===== config.mk =====
export PLATFORM = sky130hd
export DESIGN_NAME = reed_mux_relay_controller
export DESIGN_NICKNAME = d
export VERILOG_FILES = /design/src/inc/reed_mux_pkg.sv /design/src/design/intlk_sync.sv /design/src/design/relay_bank.sv /design/src/design/reed_mux_relay_controller.sv
export SDC_FILE = /design/constraint.sdc
export NUM_CORES = 1
export LEC_CHECK = 0
export BUFFER_PORTS_ARGS = -buffer_cell sky130_fd_sc_hd__buf_2
export CORE_MARGIN = 4
export CORE_UTILIZATION = 25
export DETAILED_ROUTE_END_ITERATION = 10
export GPL_ROUTABILITY_DRIVEN = 0
export PLACE_DENSITY_LB_ADDON = 0.3
export SYNTH_ARGS = -nofsm -noshare
export SYNTH_HDL_FRONTEND = slang
export SYNTH_HIERARCHICAL = 1
export SYNTH_SLANG_ARGS = --single-unit
export TNS_END_PERCENT = 10

===== constraint.sdc =====
create_clock -name clk_sys -period 33.5 [get_ports clk_sys]
set_clock_uncertainty 0.05 [all_clocks]
set_input_delay 3.35 -clock clk_sys [delete_from_list [all_inputs] [get_ports clk_sys]]
set_output_delay 3.35 -clock clk_sys [all_outputs]
set_load 0.02 [all_outputs]

===== src/inc/reed_mux_pkg.sv =====
package reed_mux_pkg;

    // Bank geometry
    localparam int          BANK_REEDS = 40;
    localparam int          BANK_BUS   = 4;
    localparam int          TWO_HI     = 20;
    localparam logic [5:0]  LO_OFS     = 6'h14;

    // Request channel space: channels first, bus relays from BUS_BASE
    localparam logic [6:0]  SPAN_TWO   = 7'h28;
    localparam logic [6:0]  SPAN_ONE   = 7'h50;
    localparam logic [6:0]  BANK_TWO   = 7'h14;
    localparam logic [6:0]  BANK_ONE   = 7'h28;
    localparam logic [6:0]  BUS_BASE   = 7'h50;
    localparam logic [6:0]  BUS_COUNT  = 7'h08;

    // Load limits in half-channel units
    localparam logic [7:0]  LIM_TWO_TOTAL = 8'h28;
    localparam logic [7:0]  LIM_TWO_BANK  = 8'h14;
    localparam logic [7:0]  LIM_ONE_TOTAL = 8'h50;
    localparam logic [7:0]  LIM_ONE_BANK  = 8'h28;
    localparam logic [7:0]  W_CHAN        = 8'h02;
    localparam logic [7:0]  W_BUS         = 8'h01;

    // Break-before-make gap
    localparam int          CLK_PERIOD_NS = 4;
    localparam int          BREAK_TIME_NS = 1000;
    localparam logic [8:0]  BREAK_CYC     =
        9'((BREAK_TIME_NS + CLK_PERIOD_NS - 1) / CLK_PERIOD_NS);

    // Identity codes, values arbitrary
    localparam logic [15:0] ID_TWO_WIRE = 16'hA5C2;
    localparam logic [15:0] ID_ONE_WIRE = 16'hA5C1;

    typedef enum logic [1:0] {
        OP_OPEN     = 2'b00,
        OP_CLOSE    = 2'b01,
        OP_SCAN     = 2'b10,
        OP_OPEN_ALL = 2'b11
    } op_e;

    typedef enum logic [1:0] {
        ST_IDLE  = 2'b00,
        ST_BREAK = 2'b01,
        ST_EXEC  = 2'b10
    } state_e;

endpackage


===== src/design/intlk_sync.sv =====
`timescale 1ns/1ns
module intlk_sync
    import reed_mux_pkg::*;
(
    // Clock and reset
    input  wire logic clk_sys,
    input  wire logic reset,
    // Pin and clean level
    input  wire logic pin_in,
    output logic      level_q
);

    logic s1_q;
    logic s2_q;
    logic s3_q;

    // Three stages; a change counts once stages two and three agree
    always_ff @(posedge clk_sys) begin
        if (reset) begin
            s1_q <= 1'b0;
            s2_q <= 1'b0;
            s3_q <= 1'b0;
        end else begin
            s1_q <= pin_in;
            s2_q <= s1_q;
            s3_q <= s2_q;
        end
    end

    // Reset low: a lost interlock is the safe assumption
    always_ff @(posedge clk_sys) begin
        if (reset) begin
            level_q <= 1'b0;
        end else if (s2_q == s3_q) begin
            level_q <= s3_q;
        end
    end

endmodule


===== src/design/relay_bank.sv =====
`timescale 1ns/1ns
module relay_bank
    import reed_mux_pkg::*;
(
    // Clock and reset
    input  wire logic        clk_sys,
    input  wire logic        reset,
    // Mode and interlock
    input  wire logic        one_wire,
    input  wire logic        intlk_ok,
    // Write port
    input  wire logic        open_all,
    input  wire logic        ch_we,
    input  wire logic [5:0]  ch_idx,
    input  wire logic        ch_val,
    input  wire logic        bus_we,
    input  wire logic [1:0]  bus_idx,
    input  wire logic        bus_val,
    // Relay drive and load
    output logic [39:0]      reed_q,
    output logic [3:0]       bus_q,
    output logic [7:0]       ch_load,
    output logic [7:0]       bus_load
);

    logic [3:0] bus_d;

    // Reeds open at reset, the power-off state
    always_ff @(posedge clk_sys) begin
        if (reset) begin
            reed_q <= '0;
        end else if (open_all) begin
            reed_q <= '0;
        end else if (ch_we) begin
            reed_q[ch_idx] <= ch_val;
            // Two-wire drives HI and LO reeds; one-wire only HI
            if (!one_wire) begin
                reed_q[6'(ch_idx + LO_OFS)] <= ch_val;
            end
        end
    end

    // Bus relays open on interlock loss with no request needed; closing needs a write
    for (genvar g = 0; g < BANK_BUS; g++) begin : g_bus
        always_comb begin
            if (!intlk_ok) begin
                bus_d[g] = 1'b0;
            end else if (bus_we && bus_idx == 2'(g)) begin
                bus_d[g] = bus_val;
            end else begin
                bus_d[g] = bus_q[g];
            end
        end
    end

    always_ff @(posedge clk_sys) begin
        if (reset) begin
            bus_q <= '0;
        end else begin
            bus_q <= bus_d;
        end
    end

    // Load: channel weighs two halves, bus relay one
    always_comb begin
        logic [6:0] n;
        n = '0;
        for (int i = 0; i < BANK_REEDS; i++) begin
            if (one_wire || i < TWO_HI) begin
                n = n + 7'(reed_q[i]);
            end
        end
        ch_load  = {n, 1'b0};
        bus_load = 8'(bus_q[0]) + 8'(bus_q[1])
                 + 8'(bus_q[2]) + 8'(bus_q[3]);
    end
endmodule


===== src/design/reed_mux_relay_controller.sv =====
`timescale 1ns/1ns
module reed_mux_relay_controller
    import reed_mux_pkg::*;
(
    // Clock and reset
    input  wire logic        clk_sys,
    input  wire logic        reset,
    // Mode strap and interlock pins
    input  wire logic        one_wire_sel,
    input  wire logic [1:0]  intlk_pin,
    // Request from the mainframe controller
    input  wire logic        req_valid,
    input  wire logic [1:0]  req_op,
    input  wire logic [6:0]  req_chan,
    input  wire logic        req_four_wire,
    output logic             req_ready_q,
    // Answer
    output logic             resp_valid_q,
    output logic             resp_err_q,
    output logic             scan_busy_q,
    // Module type query
    input  wire logic        module_type_query,
    output logic             ident_valid_q,
    output logic [15:0]      ident_code_q,
    output logic             one_wire_q,
    // Relay drive
    output logic [79:0]      chan_relay,
    output logic [7:0]       bus_relay
);

    state_e      state_q;
    state_e      state_d;
    logic        armed_q;
    logic [8:0]  break_cnt_q;
    logic [1:0]  intlk_ok;

    // Latched target of an accepted request
    op_e         tgt_op_q;
    logic [5:0]  tgt_local_q;
    logic        tgt_bank_q;
    logic        tgt_pair_q;
    logic        tgt_bus_q;
    logic        tgt_bus_bank_q;
    logic [1:0]  tgt_bus_idx_q;

    // Per-bank views
    logic [39:0] reed [2];
    logic [3:0]  bus  [2];
    logic [7:0]  ch_load [2];
    logic [7:0]  bus_load [2];
    logic [1:0]  open_all_b;
    logic [1:0]  ch_we_b;
    logic [1:0]  bus_we_b;

    // Request decode
    op_e         op;
    logic        take;
    logic        is_bus;
    logic        is_ch;
    logic        hi_bank;
    logic        pair;
    logic        bus_bank;
    logic [1:0]  bus_idx;
    logic [6:0]  bus_off;
    logic [6:0]  span;
    logic [6:0]  bank_size;
    logic [5:0]  local_idx;
    logic [7:0]  proj [2];
    logic [7:0]  total;
    logic [7:0]  lim_bank;
    logic [7:0]  lim_total;
    logic        fits;
    logic        legal;
    logic        ok;

    // Interlock pins pass the pin synchroniser
    for (genvar b = 0; b < 2; b++) begin : g_bank
        intlk_sync u_sync (
            .clk_sys (clk_sys),
            .reset   (reset),
            .pin_in  (intlk_pin[b]),
            .level_q (intlk_ok[b])
        );

        relay_bank u_bank (
            .clk_sys  (clk_sys),
            .reset    (reset),
            .one_wire (one_wire_q),
            .intlk_ok (intlk_ok[b]),
            .open_all (open_all_b[b]),
            .ch_we    (ch_we_b[b]),
            .ch_idx   (tgt_local_q),
            .ch_val   (tgt_op_q != OP_OPEN),
            .bus_we   (bus_we_b[b]),
            .bus_idx  (tgt_bus_idx_q),
            .bus_val  (tgt_op_q != OP_OPEN),
            .reed_q   (reed[b]),
            .bus_q    (bus[b]),
            .ch_load  (ch_load[b]),
            .bus_load (bus_load[b])
        );
    end

    assign chan_relay = {reed[1], reed[0]};
    assign bus_relay  = {bus[1], bus[0]};

    // Mode strap caught once after reset; later changes wait for reset
    always_ff @(posedge clk_sys) begin
        if (reset) begin
            armed_q    <= 1'b0;
            one_wire_q <= 1'b0;
        end else if (!armed_q) begin
            armed_q    <= 1'b1;
            one_wire_q <= one_wire_sel;
        end
    end

    // Address decode of the requested channel
    always_comb begin
        op        = op_e'(req_op);
        take      = req_valid && req_ready_q;
        span      = one_wire_q ? SPAN_ONE : SPAN_TWO;
        bank_size = one_wire_q ? BANK_ONE : BANK_TWO;
        lim_bank  = one_wire_q ? LIM_ONE_BANK : LIM_TWO_BANK;
        lim_total = one_wire_q ? LIM_ONE_TOTAL : LIM_TWO_TOTAL;
        bus_off   = req_chan - BUS_BASE;
        is_bus    = (req_chan >= BUS_BASE) && (bus_off < BUS_COUNT);
        is_ch     = req_chan < span;
        hi_bank   = req_chan >= bank_size;
        if (hi_bank) begin
            local_idx = 6'(req_chan - bank_size);
        end else begin
            local_idx = 6'(req_chan);
        end
        pair      = req_four_wire && !one_wire_q;
        bus_bank  = bus_off[2];
        bus_idx   = bus_off[1:0];
    end

    // Projected load of each bank if the request were carried out
    always_comb begin
        for (int b = 0; b < 2; b++) begin
            proj[b] = bus_load[b];
            if (op != OP_SCAN) begin
                proj[b] = proj[b] + ch_load[b];
            end
            // Scan first opens every channel, so only its target counts
            if (is_ch && (pair || hi_bank == 1'(b))
                && (op == OP_SCAN || !reed[b][local_idx])) begin
                proj[b] = proj[b] + W_CHAN;
            end
            if (is_bus && bus_bank == 1'(b) && !bus[b][bus_idx]) begin
                proj[b] = proj[b] + W_BUS;
            end
        end
        total = proj[0] + proj[1];
        fits  = (proj[0] <= lim_bank) && (proj[1] <= lim_bank)
             && (total <= lim_total);
        // Four-wire pairs exist only for bank one channels in two-wire
        legal = (op == OP_OPEN_ALL)
             || (is_ch && !(req_four_wire && (one_wire_q || hi_bank)))
             || (is_bus && op != OP_SCAN);
        if (!legal) begin
            ok = 1'b0;
        end else if (op == OP_OPEN || op == OP_OPEN_ALL) begin
            ok = 1'b1;
        end else if (is_bus) begin
            ok = fits && intlk_ok[bus_bank];
        end else begin
            ok = fits;
        end
    end

    // Sequencer
    always_comb begin
        state_d = state_q;
        case (state_q)
            ST_IDLE: begin
                if (take && ok) begin
                    state_d = (op == OP_SCAN) ? ST_BREAK : ST_EXEC;
                end
            end
            ST_BREAK: begin
                if (break_cnt_q == BREAK_CYC - 9'h001) begin
                    state_d = ST_EXEC;
                end
            end
            ST_EXEC: begin
                state_d = ST_IDLE;
            end
            default: begin
                state_d = ST_IDLE;
            end
        endcase
    end

    always_ff @(posedge clk_sys) begin
        if (reset) begin
            state_q <= ST_IDLE;
        end else begin
            state_q <= state_d;
        end
    end

    // Break gap counter, kept short so a step fits a 2 ms scan slot
    always_ff @(posedge clk_sys) begin
        if (reset || state_q != ST_BREAK) begin
            break_cnt_q <= 9'h000;
        end else begin
            break_cnt_q <= break_cnt_q + 9'h001;
        end
    end

    // Target latch; a refused request leaves it and the relays alone
    always_ff @(posedge clk_sys) begin
        if (reset) begin
            tgt_op_q       <= OP_OPEN;
            tgt_local_q    <= 6'h00;
            tgt_bank_q     <= 1'b0;
            tgt_pair_q     <= 1'b0;
            tgt_bus_q      <= 1'b0;
            tgt_bus_bank_q <= 1'b0;
            tgt_bus_idx_q  <= 2'h0;
        end else if (take && ok) begin
            tgt_op_q       <= op;
            tgt_local_q    <= local_idx;
            tgt_bank_q     <= hi_bank;
            tgt_pair_q     <= pair;
            tgt_bus_q      <= is_bus;
            tgt_bus_bank_q <= bus_bank;
            tgt_bus_idx_q  <= bus_idx;
        end
    end

    // Bank write strobes
    always_comb begin
        for (int b = 0; b < 2; b++) begin
            open_all_b[b] = (take && ok && op == OP_SCAN)
                || (state_q == ST_EXEC && tgt_op_q == OP_OPEN_ALL);
            ch_we_b[b] = state_q == ST_EXEC && !tgt_bus_q
                && tgt_op_q != OP_OPEN_ALL
                && (tgt_pair_q || tgt_bank_q == 1'(b));
            bus_we_b[b] = state_q == ST_EXEC && tgt_bus_q
                && tgt_op_q != OP_OPEN_ALL && tgt_bus_bank_q == 1'(b);
        end
    end

    // Answer and handshake flags
    always_ff @(posedge clk_sys) begin
        if (reset) begin
            resp_valid_q <= 1'b0;
            resp_err_q   <= 1'b0;
            req_ready_q  <= 1'b0;
            scan_busy_q  <= 1'b0;
        end else begin
            resp_valid_q <= (take && !ok) || state_q == ST_EXEC;
            resp_err_q   <= take && !ok;
            req_ready_q  <= armed_q && state_d == ST_IDLE;
            scan_busy_q  <= state_d == ST_BREAK;
        end
    end

    // Identity answer follows the mode caught after reset
    always_ff @(posedge clk_sys) begin
        if (reset) begin
            ident_valid_q <= 1'b0;
            ident_code_q  <= 16'h0000;
        end else begin
            ident_valid_q <= module_type_query;
            if (module_type_query) begin
                ident_code_q <= one_wire_q ? ID_ONE_WIRE
                                           : ID_TWO_WIRE;
            end
        end
    end
endmodule


==> reports/summary.md, run 1 <==
## Final layout
* **share of final-layout standard cells stronger than drive strength 1** 12.5%
* **# fillers** 8515
* **share of the core filled with cells** 27.7%
* **signed area change from the synthesized netlist to the final layout** 9.82%
* **number of non-filler instances in the completed layout** 3588
* **post-layout net count** 2731
* **Final Cell Area** 21400 um^2

## Drt
* **first drt pass iteration count** 6
* **antenna viol nets, final** 0
* **remaining design rule violation count** 0
* **average wire per cell in the routed design** 16.9 um
* **total number of vias** 17700
* **initial DRC count** 1103
* **DR vias/cell** 4.94
* **Total Wirelength** 60800 um

## Clocking
* **CTS Hold Bufs** 0
* **count of cells resized by post-cts repair** 0
* **clock tree from TritonCTS** yes
* **clock latency on the worst-skew pair** 440 ps
* **Clk pin slew, worst setup/hold paths** 70 ps
* **root buffer cell** sky130_fd_sc_hd__clkbuf_16
* **maximum level of the CTS H-tree** 4
* **setup fix buffers added after clock tree synthesis** 0
* **maximum number of buffers from clock root to sink** 2
* **clock sink count** 129
* **clock buffers created by TritonCTS** 17

## Setup path
* **Buf/Inv on CP** 9
* **crit-path max FO** 40
* **CP most frequent cell** sky130_fd_sc_hd__ha_1
* **CP endpoint kind** register
* **required arrival time at the worst endpoint** 33720 ps
* **startpoint kind of the worst setup timing path** register
* **library cell contributing the largest single delay on the critical path** sky130_fd_sc_hd__nor2_1
* **classification of the worst setup path** register to register
* **worst reg-to-reg path cell count** 82
* **startpoint of the lowest-slack register-to-register path** g_bank[0].u_bank/reed_q[7]
* **Worst EP arrival** 20500 ps
* **worst reg2reg setup slack** 13230 ps
* **maximum cell stage delay along the critical path** 780 ps
* **Worst setup startpoint** g_bank[0].u_bank/reed_q[7]
* **worst reg2reg path endpoint** g_bank[1].u_bank/reed_q[5]
* **Top Family by Delay on Critical Path** adder cells

## Synth
* **post-synthesis register bit count** 129
* **Yosys warning total** 6
* **mean post-synth cell area** 7.76 um^2
* **Syn Std Cell Area** 19500 um^2
* **Cell variety after synth** 123
* **FFs w/ async S/R, synth** 0%
* **count of flip-flops with a built-in enable after synthesis** 0
* **Main synth FF type** sky130_fd_sc_hd__dfxtp_1
* **Cells after Synth** 2510
* **sequential element share of the synthesized area** 13.3%

## Placed design
* **DP HPWL** 47300 um
* **PortBufs** 118
* **post-placement setup slack** 13370 ps
* **placed instance area** 20800 um^2
* **number of placed instances with taps included** 3553

## Die
* **Core ar.** 77300 um^2
* **number of standard-cell rows in the floorplan** 102
* **die height** 287 um
* **Die X-Extent** 287 um
* **io pins** 127
* **Die ar.** 82500 um^2
* **Starting Density** 25.2%

## STA
* **unrepaired setup endpoints after global routing** no
* **setup total negative slack** 0 ps
* **number of hold violations in the final report** 0
* **endpoints failing setup** 0
* **worst hold slack across all endpoints** 388 ps
* **Final Worst Setup Slack** 13230 ps
* **share of the clock period used by the worst path** 60.5%
* **Worst Tran Pin Value** 1220 ps
* **fmax** 0.0493 GHz
* **final critical-path required period** 20270 ps
* **number of pins exceeding their max-slew limit in the final report** 0
* **worst-case headroom to the max-slew limit** 18.8%

## Global route
* **largest net degree at the start of global routing** 74
* **gr ovfl total** 0
* **initial antenna violation count** 7
* **gr usage total** 14.3%
* **vias in the first global route** 16300
* **first-pass GRT wire length** 94900 um

## Pwr
* **power density cells** 19.3 nW/um^2
* **peak supply drop** 0.0294 mV
* **overall power of the completed layout** 0.413 mW
* **leakage dissipation** 8.70 nW

## Outcome
* **result of the run** finished clean

## Worst hold path
* **cell depth of the worst hold path** 1
* **hold path endpoint** g_bank[1].u_sync/s2_q
* **class of the most critical hold timing path** register to register
* **startpoint of the worst hold path** g_bank[1].u_sync/s1_q

## Flow run
* **max_cap viols** 0

==> cells in the mapped netlist (50+ instances only) <==
master,instances,share of area (%)
sky130_fd_sc_hd__inv_1,138,2.7
sky130_fd_sc_hd__nand2_1,294,5.7
sky130_fd_sc_hd__o21ai_0,106,2.7
sky130_fd_sc_hd__a21o_1,52,2.0
sky130_fd_sc_hd__mux2i_1,50,2.6
sky130_fd_sc_hd__a21oi_1,223,5.7
sky130_fd_sc_hd__nor2_1,197,3.8
sky130_fd_sc_hd__clkbuf_1,76,1.5
sky130_fd_sc_hd__nand3_1,120,3.1
sky130_fd_sc_hd__xor2_1,55,2.5
sky130_fd_sc_hd__dfxtp_1,129,13
sky130_fd_sc_hd__xnor2_1,146,6.6
sky130_fd_sc_hd__ha_1,150,9.6
==> power breakdown <==
part,internal (mW),switching (mW)
Sequential,0.154,0.00138
Combinational,0.0265,0.0537
Clock,0.0977,0.0794
Total,0.279,0.135
==> logic make-up (layout without fill, tap and decap cells) <==
logic type	Yosys count	after routing	share of synthesized area [%]
simple gates	950	950	24.5
flops	129	129	13.3
buf+inv	287	304	6.38
mux	94	94	6.52
other cells	3	24	0.0578
xor+xnor	265	265	16.3
fa+ha+maj	182	182	12.9
compound gates	600	600	20.1
==> registers in the layout, indices dropped and copies added, names as in the netlist, 2 cells and up <==
register and count:
tgt_op_q 2, state_q 2, tgt_local_q 6, g_bank.u_bank/bus_q 8
g_bank.u_sync/s1_q 2, g_bank.u_sync/s2_q 2, break_cnt_q 9, g_bank.u_sync/s3_q 2
g_bank.u_sync/level_q 2, ident_code_q 3, g_bank.u_bank/reed_q 80
==> worst max path at each step <==
stage	to	slack (ps)	cells past startpoint
floorplan	g_bank[0].u_bank/reed_q[0]	15310	91
global route	g_bank[0].u_bank/reed_q[19]	11800	83
CTS	g_bank[1].u_bank/reed_q[5]	13280	82
finish	g_bank[1].u_bank/reed_q[5]	13230	82
detailed placement	g_bank[0].u_bank/reed_q[12]	13370	82
global placement	g_bank[0].u_bank/reed_q[17]	13480	82
==> routing by layer <==
metal	GRT usage (%)	routed length, um	vias to the layer above
met1	20.7	30200	8390
li1	-	-	8962
met3	2.01	2450	47
met5	0	13	-
met4	2.97	999	2
met2	22.8	27100	324
==> final cells by class <==
cell class | count | area, um^2 | share of cell area, %
antenna | 4 | 10.0 | 0.0468
clock buffer | 19 | 443 | 2.07
clock inverter | 12 | 100 | 0.468
inverter | 139 | 522 | 2.44
multi-input combinational | 2111 | 15700 | 73.5
sequential | 129 | 2590 | 12.1
tap | 1040 | 1300 | 6.08
timing repair buffer | 134 | 711 | 3.32
==> placed cells by master (no fill, tap or decap), drive strengths merged, types with 12 or more instances in the layout <==
master / n
o21ai: 115
ha: 150
nor4: 15
nand2b: 34
mux2: 19
mux2i: 53
fa: 32
nand4: 36
clkbuf: 19
xor2: 66
nand3: 120
o22ai: 22
mux4: 22
a211oi: 25
or2: 25
and2: 18
dfxtp: 129
nor2: 200
a21oi: 227
xnor2: 163
nand2: 296
o21a: 12
o211ai: 15
nor3: 44
and3: 35
inv: 144
or3: 14
conb: 20
nor3b: 19
buf: 134
xnor3: 25
a21o: 52
nor2b: 36
Power figures use the tool's default switching activity.
==> run 2: changes to the inputs <==
==> constraint.sdc (replaced) <==
create_clock -name clk_sys -period 17.6 [get_ports clk_sys]
set_clock_uncertainty 0.05 [all_clocks]
set_input_delay 1.76 -clock clk_sys [delete_from_list [all_inputs] [get_ports clk_sys]]
set_output_delay 1.76 -clock clk_sys [all_outputs]
set_load 0.02 [all_outputs]
==> reports/summary.md, run 2 (synthesized netlist as in run 1, its figures left out) <==
## STA
* **share of the clock period used by the worst path** 100%, +40 points
* **Final Worst Setup Slack** -42.4 ps, -13270 ps
* **endpoints failing setup** 17, +17
* **fmax** 0.0567 GHz, +15%
* **number of pins exceeding their max-slew limit in the final report** 0, unchanged
* **worst-case headroom to the max-slew limit** 27.3%, +8.5 points
* **Worst Tran Pin Value** 1090 ps, -127 ps
* **unrepaired setup endpoints after global routing** yes
* **setup total negative slack** -227 ps, -227 ps
* **number of hold violations in the final report** 0, unchanged
* **final critical-path required period** 17640 ps, -2630 ps

## Drt
* **total number of vias** 18700, +5.4%
* **DR vias/cell** 4.93, -0.24%
* **initial DRC count** 1259, +14%
* **remaining design rule violation count** 0, unchanged
* **average wire per cell in the routed design** 16.8 um, -0.74%
* **antenna viol nets, final** 0, unchanged
* **first drt pass iteration count** 7, +1
* **Total Wirelength** 63700 um, +4.9%

## Clocking
* **maximum number of buffers from clock root to sink** 2, unchanged
* **Clk pin slew, worst setup/hold paths** 60 ps, about the same
* **CTS Hold Bufs** 0, unchanged
* **clock sink count** 129, unchanged
* **maximum level of the CTS H-tree** 4, unchanged
* **root buffer cell** sky130_fd_sc_hd__clkbuf_16
* **clock buffers created by TritonCTS** 17, unchanged
* **clock latency on the worst-skew pair** 440 ps, about the same
* **clock tree from TritonCTS** yes

## Die
* **Die X-Extent** 287 um, unchanged
* **io pins** 127, unchanged
* **number of standard-cell rows in the floorplan** 102, unchanged
* **Core ar.** 77300 um^2, unchanged
* **die height** 287 um, unchanged
* **Die ar.** 82500 um^2, unchanged
* **Starting Density** 25.2%, unchanged

## Final layout
* **# fillers** 8345, -2.0%
* **leading cell types in the layout, fill and taps excluded** sky130_fd_sc_hd__nand2_1, sky130_fd_sc_hd__buf_4, sky130_fd_sc_hd__a21oi_1
* **register with the highest flop count** g_bank.u_bank/reed_q
* **number of flip-flops under the largest register name** 80, unchanged
* **signed area change from the synthesized netlist to the final layout** 22.6%
* **area taken by flip-flops and latches** 2610 um^2, +0.73%
* **post-layout net count** 2934, +7.4%
* **area of the multi-input gates** 16500 um^2, +5.0%
* **share of final-layout standard cells stronger than drive strength 1** 24.2%, +12 points
* **Final Cell Area** 23900 um^2, +12%
* **most common cell after layout, fill and taps aside** sky130_fd_sc_hd__nand2_1
* **registers with the most flip-flops** g_bank.u_bank/reed_q (80), break_cnt_q (9), g_bank.u_bank/bus_q (8)

## Flow run
* **max_cap viols** 0, unchanged

## Global route
* **gr ovfl total** 0, unchanged
* **gr usage total** 14.9%, +0.56 points
* **vias in the first global route** 17400, +6.6%
* **initial antenna violation count** 9, +2
* **largest net degree at the start of global routing** 71, -4.1%
* **first-pass GRT wire length** 98900 um, +4.2%

## Placed design
* **DP HPWL** 49200 um, +3.9%
* **PortBufs** 118, unchanged
* **placed instance area** 22100 um^2, +5.8%

## Pwr
* **power density cells** 36.1 nW/um^2, +87%
* **leakage dissipation** 9.85 nW, +13%
* **peak supply drop** 0.0690 mV, +130%

## Setup path
* **worst reg2reg setup slack** -40 ps, -13270 ps
* **maximum cell stage delay along the critical path** 580 ps, -200 ps
* **worst reg2reg path endpoint** g_bank[1].u_bank/reed_q[35]
* **library cell contributing the largest single delay on the critical path** sky130_fd_sc_hd__fa_1
* **classification of the worst setup path** register to register
* **crit-path max FO** 6, -85%
* **required arrival time at the worst endpoint** 17870 ps, -15850 ps
* **Worst EP arrival** 17910 ps, -2590 ps
* **worst reg-to-reg path cell count** 83, +1.2%
* **startpoint of the lowest-slack register-to-register path** g_bank[0].u_bank/reed_q[11]
* **CP endpoint kind** register
* **startpoint kind of the worst setup timing path** register

## Worst hold path
* **cell depth of the worst hold path** 1, unchanged
* **startpoint of the worst hold path** g_bank[0].u_sync/s1_q
* **hold path endpoint** g_bank[0].u_sync/s2_q
* **class of the most critical hold timing path** register to register

## Outcome
* **result of the run** finished, violations left
* **violations in the final reports** negative setup slack

==> run 2: cell count changes in the layout (fill, tap and decap cells not counted), moves of 7 or more <==
cell | before | now
sky130_fd_sc_hd__dfxtp_2 | 0 | 9
sky130_fd_sc_hd__xnor2_1 | 146 | 139
sky130_fd_sc_hd__inv_2 | 0 | 19
sky130_fd_sc_hd__ha_1 | 149 | 123
sky130_fd_sc_hd__inv_1 | 138 | 119
sky130_fd_sc_hd__a21oi_1 | 223 | 195
sky130_fd_sc_hd__nand2_2 | 2 | 18
sky130_fd_sc_hd__ha_4 | 0 | 23
sky130_fd_sc_hd__nand2_1 | 294 | 276
sky130_fd_sc_hd__dfxtp_1 | 128 | 117
sky130_fd_sc_hd__o21ai_0 | 106 | 97
sky130_fd_sc_hd__buf_4 | 16 | 211
sky130_fd_sc_hd__a21oi_2 | 3 | 28
==> run 2: power breakdown <==
part | internal [mW] | total, mW | switching, mW
registers | 0.293 | 0.296 | 0.00302
logic | 0.0780 | 0.194 | 0.116
clock network | 0.224 | 0.371 | 0.147
total | 0.595 | 0.861 | 0.266
==> run 2: layout make-up <==
type | instances | area share, %
multi-input cells | 2111 | 69.1
clock inverters | 12 | 0.607
repair buffers | 337 | 9.76
clock buffers | 20 | 1.96
well taps | 1040 | 5.45
flip-flops and latches | 129 | 10.9
diodes | 4 | 0.0419
inverters | 139 | 2.18
==> run 2: stage by stage <==
| step | utilization [%] | setup WS (ps) | total power [mW] | hold slack (ps) | instances |
|---|---|---|---|---|---|
| floorplan | - | 36.0 | 0.424 | 364 | 2527 |
| detailed placement | 28.5 | -677 | 0.469 | 383 | 3702 |
| global placement | 28.5 | -614 | 0.469 | 381 | 3702 |
| finish | 30.9 | -42.4 | 0.861 | 394 | 3792 |
| global route | 30.9 | -806 | 0.903 | 421 | 3788 |
| CTS | 30.1 | -10.9 | 0.857 | 398 | 3771 |
==> run 2: routing by layer <==
| layer | track usage [%] | share of wire, % | wire length, um |
|---|---|---|---|
| met4 | 3.86 | 2.4 | 1500 |
| met5 | 0 | 0.044 | 28 |
| met2 | 23.4 | 45 | 28400 |
| met1 | 21.3 | 48 | 30800 |
| met3 | 2.20 | 4.8 | 3080 |
==> run 2: repair_timing <==
action / CTS / global route
pin swaps: 72 / 95
endpoints found under the setup margin: 98 / 98
cloned: 2 / 0
setup buffers: 35 / 18
resized for setup: 60 / 103
==> run 2: critical path, delay by kind of cell, from the launching register on <==
family                   cells  cell delay, ps
AO/OA/AOI/OAI               27            3930
XOR/XNOR                     4             770
adder cells (fa/ha/maj)     29            9440
buffers and inverters       14            1020
flip-flops                   1             330
AND/OR/NAND/NOR              9            1970
==> run 2: worst max-delay path by stage <==
stage	from	endpoint	slack, ps	cells after the start
after detailed placement	g_bank[0].u_bank/reed_q[2]	g_bank[1].u_bank/reed_q[34]	-680	82
after CTS	g_bank[0].u_bank/reed_q[5]	g_bank[1].u_bank/reed_q[34]	-10	87
after floorplan	g_bank[0].u_bank/reed_q[2]	g_bank[0].u_bank/reed_q[9]	40	87
after global placement	g_bank[0].u_bank/reed_q[2]	g_bank[1].u_bank/reed_q[27]	-610	82
after global routing	g_bank[1].u_bank/reed_q[11]	g_bank[1].u_bank/reed_q[34]	-810	96
final	g_bank[0].u_bank/reed_q[11]	g_bank[1].u_bank/reed_q[35]	-40	83
